File: config.mk
export PLATFORM = sky130hd
export DESIGN_NAME = uart_addr_match_baud_select
export DESIGN_NICKNAME = d
export VERILOG_FILES = /design/src/include/uart_am_pkg.sv /design/src/design/uart_addr_match_baud_select.sv /design/src/design/rx_word_fifo.sv
export VERILOG_INCLUDE_DIRS = /design/src /design/src/include
export SDC_FILE = /design/constraint.sdc
export NUM_CORES = 1
export LEC_CHECK = 0
export BUFFER_PORTS_ARGS = -buffer_cell sky130_fd_sc_hd__buf_2
export CORE_MARGIN = 2
export CORE_UTILIZATION = 53
export CTS_CLUSTER_SIZE = 24
export DETAILED_ROUTE_END_ITERATION = 8
export GPL_TIMING_DRIVEN = 0
export PLACE_DENSITY = 0.73
export SLEW_MARGIN = 20
export SYNTH_ARGS = -nofsm -noshare
export SYNTH_HDL_FRONTEND = slang
export SYNTH_SLANG_ARGS = --single-unit
File: constraint.sdc
create_clock -name core_clk -period 3.35 [get_ports core_clk]
set_input_delay 0.5025 -clock core_clk [delete_from_list [all_inputs] [get_ports core_clk]]
set_output_delay 0.5025 -clock core_clk [all_outputs]
set_load 0.01 [all_outputs]
File: src/include/uart_am_regs.svh
// Register offsets, field positions, reset values and counts
`ifndef UART_AM_REGS_SVH
`define UART_AM_REGS_SVH

// ----------------------------------------------------------------
// Register byte offsets
// ----------------------------------------------------------------
`define SERIAL_CTRL_OFS 8'h00
`define SLAVE_ADDR_OFS 8'h04
`define ADDR_MASK_OFS 8'h08
`define BAUD_RELOAD_OFS 8'h0C
`define BAUD_CTRL_OFS 8'h10
`define STATUS_OFS 8'h14
`define RX_DATA_OFS 8'h18

// ----------------------------------------------------------------
// Field positions
// ----------------------------------------------------------------
`define CTRL_MODE_LSB 0
`define CTRL_MPE_BIT 2
`define CTRL_DONE_BIT 3
`define BCTRL_TXSEL_BIT 0
`define BCTRL_RXSEL_BIT 1
`define BCTRL_SPD_BIT 2
`define BCTRL_SRC_BIT 3
`define BCTRL_RUN_BIT 4
`define BCTRL_X2_BIT 5
`define BCTRL_DBL_BIT 6
`define STAT_AVAIL_BIT 0
`define STAT_LISTEN_BIT 1
`define STAT_FULL_BIT 2
`define RXD_VALID_BIT 9

// ----------------------------------------------------------------
// Reset values and counts
// ----------------------------------------------------------------
`define SLAVE_ADDR_RST 8'h00
`define ADDR_MASK_RST 8'h00
`define BAUD_RELOAD_RST 8'h00
`define LOW_SPEED_DIV 5'h06
`define MODE0_DIV 4'hC
`define AXI_OKAY 2'h0
`define AXI_SLVERR 2'h2

`endif

File: src/include/uart_am_pkg.sv
// Types shared by the address-match and baud-select block
package uart_am_pkg;

  // Serial port operating modes
  typedef enum logic [1:0] {
    MODE_SHIFT,
    MODE_8BIT,
    MODE_9BIT_FIXED,
    MODE_9BIT_VAR
  } serial_mode_type;

  // One received frame as delivered by the receiver shifter
  typedef struct packed {
    logic stop_ok;
    logic ninth;
    logic [7:0] data;
  } rx_frame_type;

  // One word held in the receive FIFO
  typedef struct packed {
    logic ninth;
    logic [7:0] data;
  } rx_word_type;

  // Baud generator control bits
  typedef struct packed {
    logic baud_double_bit;
    logic clock_double_bit;
    logic gen_run;
    logic mode0_clock_from_gen;
    logic speed_mode_bit;
    logic rx_baud_source_sel;
    logic tx_baud_source_sel;
  } baud_ctrl_type;

endpackage : uart_am_pkg

File: src/design/uart_addr_match_baud_select.sv
// Address recognition and baud source selection with AXI4-Lite regs
//
// What this block does
// - Mode 1 matching uses stop bit as ninth
// - Mode 1 flag only on match and good stop
// - Own address is given or broadcast match
// - Given address: zero mask bits are don't-care
// - Broadcast is address OR mask, zeros don't-care
// - Reset clears address and mask registers
// - Transmit and receive sources chosen independently
// - Select 0 timer overflow, 1 internal generator
// - Generator rate from reload, doubling, speed bits
// - Recognition only while multiprocessor enable set
// - Generator optionally clocks mode 0 shifting
`timescale 1ns/10ps
`include "uart_am_regs.svh"
module uart_addr_match_baud_select #(
  parameter int FIFO_DEPTH = 16
) (
  input wire logic core_clk,
  input wire logic rst_b,
  // AXI4-Lite slave
  input wire logic [7:0] s_axi_awaddr,
  input wire logic s_axi_awvalid,
  output logic s_axi_awready,
  input wire logic [31:0] s_axi_wdata,
  input wire logic [3:0] s_axi_wstrb,
  input wire logic s_axi_wvalid,
  output logic s_axi_wready,
  output logic [1:0] s_axi_bresp,
  output logic s_axi_bvalid,
  input wire logic s_axi_bready,
  input wire logic [7:0] s_axi_araddr,
  input wire logic s_axi_arvalid,
  output logic s_axi_arready,
  output logic [31:0] s_axi_rdata,
  output logic [1:0] s_axi_rresp,
  output logic s_axi_rvalid,
  input wire logic s_axi_rready,
  // Frames from the receive shifter
  input wire uart_am_pkg::rx_frame_type frame,
  input wire logic frame_valid,
  output logic frame_ready,
  // Baud sources and selected ticks
  input wire logic timer1_overflow,
  output logic tx_baud_tick,
  output logic rx_baud_tick,
  output logic mode0_shift_tick,
  output logic rx_done_flag
);

  // ----------------------------------------------------------------
  // Register state
  // ----------------------------------------------------------------
  uart_am_pkg::serial_mode_type mode_r;
  uart_am_pkg::baud_ctrl_type bctrl_r;
  logic multiproc_enable_r;
  logic rx_done_r;
  logic listening_r;
  logic [7:0] slave_address_reg_r;
  logic [7:0] address_mask_reg_r;
  logic [7:0] baud_reload_value_r;

  // ----------------------------------------------------------------
  // AXI4-Lite write path
  // ----------------------------------------------------------------
  logic aw_held_r;
  logic w_held_r;
  logic [7:0] waddr_r;
  logic [31:0] wdata_r;
  logic [3:0] wstrb_r;
  logic bvalid_r;
  logic [1:0] bresp_r;

  wire aw_take = s_axi_awvalid & s_axi_awready;
  wire w_take = s_axi_wvalid & s_axi_wready;
  wire wr_fire = aw_held_r & w_held_r & ~bvalid_r;
  wire wr_lane0 = wstrb_r[0];
  wire sel_w_ctrl = wr_fire & (waddr_r == `SERIAL_CTRL_OFS);
  wire sel_w_slave_address_reg = wr_fire & (waddr_r == `SLAVE_ADDR_OFS);
  wire sel_w_mask = wr_fire & (waddr_r == `ADDR_MASK_OFS);
  wire sel_w_reload = wr_fire & (waddr_r == `BAUD_RELOAD_OFS);
  wire sel_w_bctrl = wr_fire & (waddr_r == `BAUD_CTRL_OFS);
  wire wr_mapped = (waddr_r == `SERIAL_CTRL_OFS)
                 | (waddr_r == `SLAVE_ADDR_OFS)
                 | (waddr_r == `ADDR_MASK_OFS)
                 | (waddr_r == `BAUD_RELOAD_OFS)
                 | (waddr_r == `BAUD_CTRL_OFS);
  // Writing zero to the done bit clears it; writing one leaves it
  wire done_clear = sel_w_ctrl & wr_lane0 & ~wdata_r[`CTRL_DONE_BIT];

  // Address and data may arrive in either order; each is held
  always_ff @(posedge core_clk)
  begin
    if (!rst_b)
    begin
      aw_held_r <= 1'b0;
      w_held_r <= 1'b0;
      waddr_r <= 8'h00;
      wdata_r <= 32'h0000_0000;
      wstrb_r <= 4'h0;
      s_axi_awready <= 1'b0;
      s_axi_wready <= 1'b0;
    end
    else
    begin
      if (aw_take)
        waddr_r <= {s_axi_awaddr[7:2], 2'b00};
      if (w_take)
      begin
        wdata_r <= s_axi_wdata;
        wstrb_r <= s_axi_wstrb;
      end
      aw_held_r <= (aw_held_r & ~wr_fire) | aw_take;
      w_held_r <= (w_held_r & ~wr_fire) | w_take;
      s_axi_awready <= ~aw_held_r & ~aw_take & ~s_axi_awready;
      s_axi_wready <= ~w_held_r & ~w_take & ~s_axi_wready;
    end
  end

  // Write response, unmapped offsets answer SLVERR
  always_ff @(posedge core_clk)
  begin
    if (!rst_b)
    begin
      bvalid_r <= 1'b0;
      bresp_r <= `AXI_OKAY;
    end
    else if (wr_fire)
    begin
      bvalid_r <= 1'b1;
      bresp_r <= wr_mapped ? `AXI_OKAY : `AXI_SLVERR;
    end
    else if (s_axi_bready)
      bvalid_r <= 1'b0;
  end

  assign s_axi_bvalid = bvalid_r;
  assign s_axi_bresp = bresp_r;

  // ----------------------------------------------------------------
  // Control registers
  // ----------------------------------------------------------------
  // Address and mask both clear at reset: every bit is don't-care
  always_ff @(posedge core_clk)
  begin
    if (!rst_b)
    begin
      slave_address_reg_r <= `SLAVE_ADDR_RST;
      address_mask_reg_r <= `ADDR_MASK_RST;
      baud_reload_value_r <= `BAUD_RELOAD_RST;
      mode_r <= uart_am_pkg::MODE_SHIFT;
      multiproc_enable_r <= 1'b0;
      bctrl_r <= '0;
    end
    else
    begin
      if (sel_w_slave_address_reg & wr_lane0)
        slave_address_reg_r <= wdata_r[7:0];
      if (sel_w_mask & wr_lane0)
        address_mask_reg_r <= wdata_r[7:0];
      if (sel_w_reload & wr_lane0)
        baud_reload_value_r <= wdata_r[7:0];
      if (sel_w_ctrl & wr_lane0)
      begin
        mode_r <= uart_am_pkg::serial_mode_type'(
          wdata_r[`CTRL_MODE_LSB +: 2]);
        multiproc_enable_r <= wdata_r[`CTRL_MPE_BIT];
      end
      if (sel_w_bctrl & wr_lane0)
        bctrl_r <= wdata_r[6:0];
    end
  end

  // ----------------------------------------------------------------
  // Address recognition
  // ----------------------------------------------------------------
  uart_am_pkg::rx_word_type fifo_out;
  logic fifo_in_ready;
  logic fifo_out_valid;
  logic rd_pop;

  wire [7:0] bcast_addr = slave_address_reg_r | address_mask_reg_r;
  wire given_hit = ((frame.data ^ slave_address_reg_r)
                   & address_mask_reg_r) == 8'h00;
  wire bcast_hit = ((frame.data ^ bcast_addr) & bcast_addr) == 8'h00;
  wire addr_hit = given_hit | bcast_hit;
  wire is_nine_bit = (mode_r == uart_am_pkg::MODE_9BIT_FIXED)
                   | (mode_r == uart_am_pkg::MODE_9BIT_VAR);
  // Shift mode never filters, even if the enable bit is set by mistake
  wire recog_on = multiproc_enable_r
                & (mode_r != uart_am_pkg::MODE_SHIFT);
  wire frame_take = frame_valid & frame_ready;
  wire addr_frame = is_nine_bit & frame.ninth;
  // In 8-bit mode the stop bit stands where the ninth bit would be
  wire accept_8bit = addr_hit & frame.stop_ok;
  wire accept_9bit = addr_frame ? addr_hit : listening_r;
  wire accept = ~recog_on
              | (is_nine_bit ? accept_9bit : accept_8bit);
  wire push = frame_take & accept;
  // Ninth position stores the stop bit in 8-bit mode
  wire stored_ninth = is_nine_bit ? frame.ninth : frame.stop_ok;

  // Listening persists after a match until disable or a missed address
  always_ff @(posedge core_clk)
  begin
    if (!rst_b)
      listening_r <= 1'b0;
    else if (~recog_on | ~is_nine_bit)
      listening_r <= 1'b0;
    else if (frame_take & addr_frame)
      listening_r <= addr_hit;
  end

  // Done flag: a new frame in the clearing cycle keeps it set
  always_ff @(posedge core_clk)
  begin
    if (!rst_b)
      rx_done_r <= 1'b0;
    else if (push)
      rx_done_r <= 1'b1;
    else if (done_clear)
      rx_done_r <= 1'b0;
  end

  // Accepted frames queue here until software reads them
  rx_word_fifo #(
    .WIDTH(9),
    .DEPTH(FIFO_DEPTH)
  ) u_rx_fifo (
    .core_clk(core_clk),
    .rst_b(rst_b),
    .in_valid(push),
    .in_ready(fifo_in_ready),
    .in_data({stored_ninth, frame.data}),
    .out_valid(fifo_out_valid),
    .out_ready(rd_pop),
    .out_data(fifo_out)
  );

  // Frames stall while the queue is full, rejected ones included
  assign frame_ready = fifo_in_ready;
  assign rx_done_flag = rx_done_r;

  // ----------------------------------------------------------------
  // AXI4-Lite read path
  // ----------------------------------------------------------------
  logic rvalid_r;
  logic [31:0] rdata_r;
  logic [1:0] rresp_r;
  logic arready_r;
  logic [31:0] rd_mux;
  logic rd_ok;

  wire ar_take = s_axi_arvalid & arready_r;
  wire [7:0] raddr = {s_axi_araddr[7:2], 2'b00};
  // Reading the data word pops one entry from the queue
  assign rd_pop = ar_take & (raddr == `RX_DATA_OFS) & fifo_out_valid;

  // Read decode; unmapped offsets return zero with SLVERR
  always_comb
  begin
    rd_mux = 32'h0000_0000;
    rd_ok = 1'b1;
    unique case (raddr)
      `SERIAL_CTRL_OFS:
        rd_mux[3:0] = {rx_done_r, multiproc_enable_r, mode_r};
      `SLAVE_ADDR_OFS: rd_mux[7:0] = slave_address_reg_r;
      `ADDR_MASK_OFS: rd_mux[7:0] = address_mask_reg_r;
      `BAUD_RELOAD_OFS: rd_mux[7:0] = baud_reload_value_r;
      `BAUD_CTRL_OFS: rd_mux[6:0] = bctrl_r;
      `STATUS_OFS:
        rd_mux[2:0] = {~fifo_in_ready, listening_r, fifo_out_valid};
      `RX_DATA_OFS:
        rd_mux[`RXD_VALID_BIT:0] = {fifo_out_valid, fifo_out};
      default: rd_ok = 1'b0;
    endcase
  end

  // One read outstanding; arready drops while the answer waits
  always_ff @(posedge core_clk)
  begin
    if (!rst_b)
    begin
      arready_r <= 1'b0;
      rvalid_r <= 1'b0;
      rdata_r <= 32'h0000_0000;
      rresp_r <= `AXI_OKAY;
    end
    else if (ar_take)
    begin
      arready_r <= 1'b0;
      rvalid_r <= 1'b1;
      rdata_r <= rd_mux;
      rresp_r <= rd_ok ? `AXI_OKAY : `AXI_SLVERR;
    end
    else if (rvalid_r)
    begin
      rvalid_r <= ~s_axi_rready;
      arready_r <= 1'b0;
    end
    else
      arready_r <= 1'b1;
  end

  assign s_axi_arready = arready_r;
  assign s_axi_rvalid = rvalid_r;
  assign s_axi_rdata = rdata_r;
  assign s_axi_rresp = rresp_r;

  // ----------------------------------------------------------------
  // Internal baud generator
  // ----------------------------------------------------------------
  logic [4:0] presc_r;
  logic [7:0] gen_cnt_r;
  logic gen_ovf_r;
  logic [3:0] m0_div_r;

  // Prescale: six without speed mode, doubled per clear doubling bit
  wire [4:0] presc_base = bctrl_r.speed_mode_bit ? 5'h01
                                                : `LOW_SPEED_DIV;
  wire [1:0] presc_shift = 2'(~bctrl_r.clock_double_bit)
                         + 2'(~bctrl_r.baud_double_bit);
  wire [4:0] presc_limit = presc_base << presc_shift;
  wire presc_wrap = (presc_r >= presc_limit - 5'h01);
  wire gen_step = bctrl_r.gen_run & presc_wrap;
  wire gen_wrap = gen_step & (gen_cnt_r == 8'hFF);

  // Counter runs up from the reload value; overflow is the tick
  always_ff @(posedge core_clk)
  begin
    if (!rst_b)
    begin
      presc_r <= 5'h00;
      gen_cnt_r <= 8'h00;
      gen_ovf_r <= 1'b0;
    end
    else
    begin
      presc_r <= (presc_wrap | ~bctrl_r.gen_run) ? 5'h00
                                                 : presc_r + 5'h01;
      if (~bctrl_r.gen_run | gen_wrap)
        gen_cnt_r <= baud_reload_value_r;
      else if (gen_step)
        gen_cnt_r <= gen_cnt_r + 8'h01;
      gen_ovf_r <= gen_wrap;
    end
  end

  // ----------------------------------------------------------------
  // Tick selection
  // ----------------------------------------------------------------
  wire m0_div_wrap = (m0_div_r == `MODE0_DIV - 4'h1);
  wire m0_src = bctrl_r.mode0_clock_from_gen ? gen_ovf_r
                                             : m0_div_wrap;
  wire tx_src = bctrl_r.tx_baud_source_sel ? gen_ovf_r
                                           : timer1_overflow;
  wire rx_src = bctrl_r.rx_baud_source_sel ? gen_ovf_r
                                           : timer1_overflow;

  // Every tick output is registered, one cycle after its source
  always_ff @(posedge core_clk)
  begin
    if (!rst_b)
    begin
      m0_div_r <= 4'h0;
      tx_baud_tick <= 1'b0;
      rx_baud_tick <= 1'b0;
      mode0_shift_tick <= 1'b0;
    end
    else
    begin
      m0_div_r <= m0_div_wrap ? 4'h0 : m0_div_r + 4'h1;
      tx_baud_tick <= tx_src;
      rx_baud_tick <= rx_src;
      mode0_shift_tick <= m0_src & (mode_r == uart_am_pkg::MODE_SHIFT);
    end
  end

endmodule : uart_addr_match_baud_select

File: src/design/rx_word_fifo.sv
// Small synchronous FIFO with valid/ready on both sides
`timescale 1ns/10ps
module rx_word_fifo #(
  parameter int WIDTH = 9,
  parameter int DEPTH = 16
) (
  input wire logic core_clk,
  input wire logic rst_b,
  input wire logic in_valid,
  output logic in_ready,
  input wire logic [WIDTH-1:0] in_data,
  output logic out_valid,
  input wire logic out_ready,
  output logic [WIDTH-1:0] out_data
);

  localparam int AW = $clog2(DEPTH);

  logic [WIDTH-1:0] mem [DEPTH];
  logic [AW-1:0] wr_ptr_r;
  logic [AW-1:0] rd_ptr_r;
  logic [AW:0] count_r;
  logic [AW:0] count_nxt;
  logic full_r;
  wire push = in_valid & ~full_r;
  wire pop = out_ready & (count_r != '0);

  // Full is registered so the filling side sees a clean ready
  assign count_nxt = count_r + (AW+1)'(push) - (AW+1)'(pop);
  assign in_ready = ~full_r;
  assign out_valid = (count_r != '0);
  assign out_data = mem[rd_ptr_r];

  // Storage; no reset needed on the data array
  always_ff @(posedge core_clk)
  begin
    if (push)
      mem[wr_ptr_r] <= in_data;
  end

  // Pointers and occupancy
  always_ff @(posedge core_clk)
  begin
    if (!rst_b)
    begin
      wr_ptr_r <= '0;
      rd_ptr_r <= '0;
      count_r <= '0;
      full_r <= 1'b0;
    end
    else
    begin
      wr_ptr_r <= push ? wr_ptr_r + 1'b1 : wr_ptr_r;
      rd_ptr_r <= pop ? rd_ptr_r + 1'b1 : rd_ptr_r;
      count_r <= count_nxt;
      full_r <= (count_nxt == (AW+1)'(DEPTH));
    end
  end

endmodule : rx_word_fifo

==> flow_metrics.py <==
metrics = {
    "layout": {
        "antennaDiodeCount": 0,
        "synthToLayoutAreaGrowth_pct": 14.75,
        "drive_above_1_share_pct": 20.55,
        "stdcell_area_um2": 12510,
        "layout.nets": 1047,
    },
    "critical_path": {
        "cp_slowest_stage_delay_ns": 0.41,
        "critical_path.max_fanout": 17,
        "criticalPathCategory": "flop to flop",
        "timing.critical_path.from_type": "flop",
        "worst-endpoint-required_ns": 3.81,
        "worstPathBufferInverterCount": 1,
        "arrival_ns": 3.56,
        "worst_r2r_path_depth": 11,
        "cp_common_cell": "a21oi_1",
        "top_cell_family_by_delay_on_the_critical_path": "simple AND/OR/NAND/NOR gates",
        "end_kind": "flop",
        "worstSetupPathDepth": 11,
        "worstPathCellList": "mux2_4 > or2_2 > o311a_1 > buf_2 > ha_1 > fa_1 > a21oi_1 > nor2_1 > or3_1 > a21oi_1 > and3_1",
        "crit_path_top_delay_cell": "dfxtp_2",
    },
    "drt": {
        "routed-via-count": 7096,
        "totalWireLength_mm": 25.15,
        "met2RoutedLength_mm": 11.73,
        "post_drt_via_cell_ratio": 5.709,
        "drt_first_iter_violations": 551,
        "dr_wl_met3_mm": 1.977,
        "post-route-drc-count": 0,
        "drtPass1Iterations": 5,
        "drtAntennaViolNets": 0,
        "routedLengthMet1_mm": 10.92,
        "wire_length_per_cell_after_detailed_routing_um": 20.23,
        "highest-signal-layer": "met4",
    },
    "run": {
        "maxCapViolations": 0,
    },
    "pwr": {
        "power_leakage_uw": 0.004593,
        "power_frac_clock_pct": 40.5,
        "irDropWorstVdd_v": 0.0003873,
        "p_per_area_nw_per_um2": 541.5,
        "net-switching-power_uw": 1569,
        "power.share.combinational_pct": 8.5,
        "swShare_pct": 23.16,
        "p_int_uw": 5204,
        "power.sequential.fraction_pct": 51.0,
    },
    "status": {
        "run_status": "completed",
    },
    "die": {
        "core_area_um2": 20230,
        "die_outline_area_um2": 21730,
        "chipHeight_um": 147.4,
        "rows": 52,
        "initial_cell_density_of_the_core_pct": 53.87,
        "die_w_um": 147.4,
        "io_pins": 117,
    },
    "timing": {
        "timing_worst_slew_pin_value_ns": 1.059,
        "period_share_pct": 92.47,
        "timing.final.ws_setup_ns": 0.2524,
        "hold_violations": 0,
        "rsz_0062_raised_after_global_routing": "false",
        "fmaxAchievable_ghz": 0.3228,
        "timing.clock.skew_ns": 0.01572,
        "min_period_ns": 3.098,
        "drv_slew": 0,
        "fin_setup_tns_ns": 0,
        "setup_violators_final": 0,
        "slew_headroom_pct": 29.11,
    },
    "grt": {
        "grt_antenna_before_repair": 0,
        "track_usage_pct": 23.26,
        "global_route_wire_length_before_repair_mm": 38.45,
        "globalRoute.totalOverflow": 0,
        "vias_in_the_first_global_route": 6863,
        "grt_max_degree": 19,
    },
    "yosys": {
        "synth.cell_area_um2": 10900,
        "synth-warning-count": 0,
        "synth_cells": 837,
        "synth-async-reset-ratio_pct": 0,
        "synth.top_cell.area_share_pct": 39.67,
        "synth_seq_cells": 253,
        "most_used_flip_flop_cell_after_synthesis": "edfxtp_1",
        "synthTopCellsByArea": "edfxtp_1 40%, dfxtp_1 20%, mux4_2 8.1%, mux2i_1 4.5%, nor2_1 2.9%",
        "leading_area_contributor_after_synthesis": "edfxtp_1",
        "average_cell_area_after_synthesis_um2": 13.02,
        "edff_count_synth": 144,
        "seq_area_frac_synth_pct": 59.69,
        "yosysUniqueCellTypes": 64,
    },
    "clock_network": {
        "hold_buffers": 0,
        "postCtsSetupRepairBufs": 0,
        "clk_pin_slew_ns": 0.06,
        "post_cts.resized_instances": 0,
        "tritoncts_buffers": 27,
        "cts_buffer_depth": 3,
        "htree_levels": 1,
        "worstSkewPairLatency_ns": 0.53,
        "cts_tree": "yes",
        "clkSinkCount": 253,
        "ctsRootBufferMaster": "clkbuf_16",
    },
    "hold_path": {
        "hold_path_depth": 3,
        "worst_hold_path_type": "primary input to flop",
    },
    "place": {
        "dpl.hpwl_mm": 17.16,
        "io_buffers": 59,
        "dpl_cell_area_um2": 11670,
        "place.gp.congestion": 0.9087,
        "place_worst_setup_slack_ns": -0.1816,
    },
}
-- area by class of cell --
cell class | instances | area [µm²]
well taps | 270 | 337.8
repair buffers | 63 | 325.3
fillers | 1549 | 7726
plain buffers | 60 | 397.9
inverters | 28 | 105.1
multi-input cells | 519 | 4016
flip-flops and latches | 253 | 6510
clock inverters | 15 | 100.1
clock buffers | 35 | 715.7
-- worst paths after layout --
check / end / start / slack [ns]
worst max-delay path: u_rx_fifo.full_r / mode_r[1] / 0.25
worst min-delay path: wdata_r[1] / s_axi_wdata[1] / 0.21
worst max register to register: u_rx_fifo.full_r / mode_r[1] / 0.25
worst min register to register: m0_div_r[0] / m0_div_r[0] / 0.45
-- registers in the layout, summed over array words and instances (netlist names), 6 cells and up, named ones only --
| register | count |
|---|---|
| s_axi_rdata | 10 |
| bctrl_r | 7 |
| gen_cnt_r | 8 |
| address_mask_reg_r | 8 |
| wdata_r | 8 |
| u_rx_fifo.mem | 144 |
| slave_address_reg_r | 8 |
| baud_reload_value_r | 8 |
| waddr_r | 6 |
-- through the flow --
stage	hold WS, ns	instances	total power [µW]	util (%)
2_1_floorplan	0.4170	860	3868	-
3_3_place_gp	0.4281	1189	4043	57.43
3_5_place_dp	0.4292	1193	4070	57.67
4_1_cts	0.2062	1243	6789	61.71
5_1_grt	0.2174	1243	6994	61.82
6_report	0.2145	1243	6773	61.82
-- cell usage after synthesis (19+ instances only) --
cell	instances
edfxtp_1	144
dfxtp_1	109
nor2_1	83
nand2_1	53
mux2i_1	49
a21oi_1	42
mux4_2	39
inv_1	27
buf_4	24
nand3_1	24
ha_1	22
o21ai_0	21
clkbuf_1	19
-- tightest hold or removal path, stage by stage --
cell and delay [ns]:
buf_2 0.10, nand2_1 0.04, a21oi_1 0.05
-- power groups by stage --
stage	sequential, µW	combinational, µW	clock (µW)
floorplan	3500	372	0
global placement	3510	531	0
detailed placement	3510	555	0
CTS	3450	563	2780
global route	3460	634	2900
finish	3450	574	2750
-- placed cells by master, fill, tap and decap left out, types with 7 or more instances in the layout --
| cell | count |
|---|---|
| a211oi_1 | 10 |
| a21oi_1 | 42 |
| a22oi_1 | 11 |
| buf_2 | 65 |
| buf_4 | 28 |
| clkbuf_1 | 26 |
| clkbuf_16 | 27 |
| clkinv_2 | 7 |
| conb_1 | 24 |
| dfxtp_1 | 106 |
| edfxtp_1 | 144 |
| ha_1 | 22 |
| inv_1 | 27 |
| mux2i_1 | 49 |
| mux4_2 | 39 |
| nand2_1 | 53 |
| nand2b_1 | 9 |
| nand3_1 | 24 |
| nor2_1 | 83 |
| nor2b_1 | 11 |
| nor3_1 | 9 |
| o21ai_0 | 21 |
| o22ai_1 | 7 |
| xor2_1 | 15 |
-- layer usage --
layer	track usage, %	vias up
met5	0	-
met4	6.202	0
met3	3.395	40
met2	37.13	289
met1	33.92	3483
li1	-	3284
-- cell families (layout without fill, tap and decap cells) --
logic type | Yosys count | in the layout | share of synthesized area [%]
DFF | 253 | 253 | 59.69
and+or+nand+nor | 231 | 231 | 10.14
AOI/OAI and AO/OA | 124 | 124 | 7.232
muxes | 96 | 96 | 13.80
buffers and inverters | 88 | 201 | 4.614
adders and majority gates | 24 | 24 | 2.893
xor gates and xnor gates | 20 | 20 | 1.607
other | 1 | 24 | 0.03440
(Power assumes the default switching activity.)
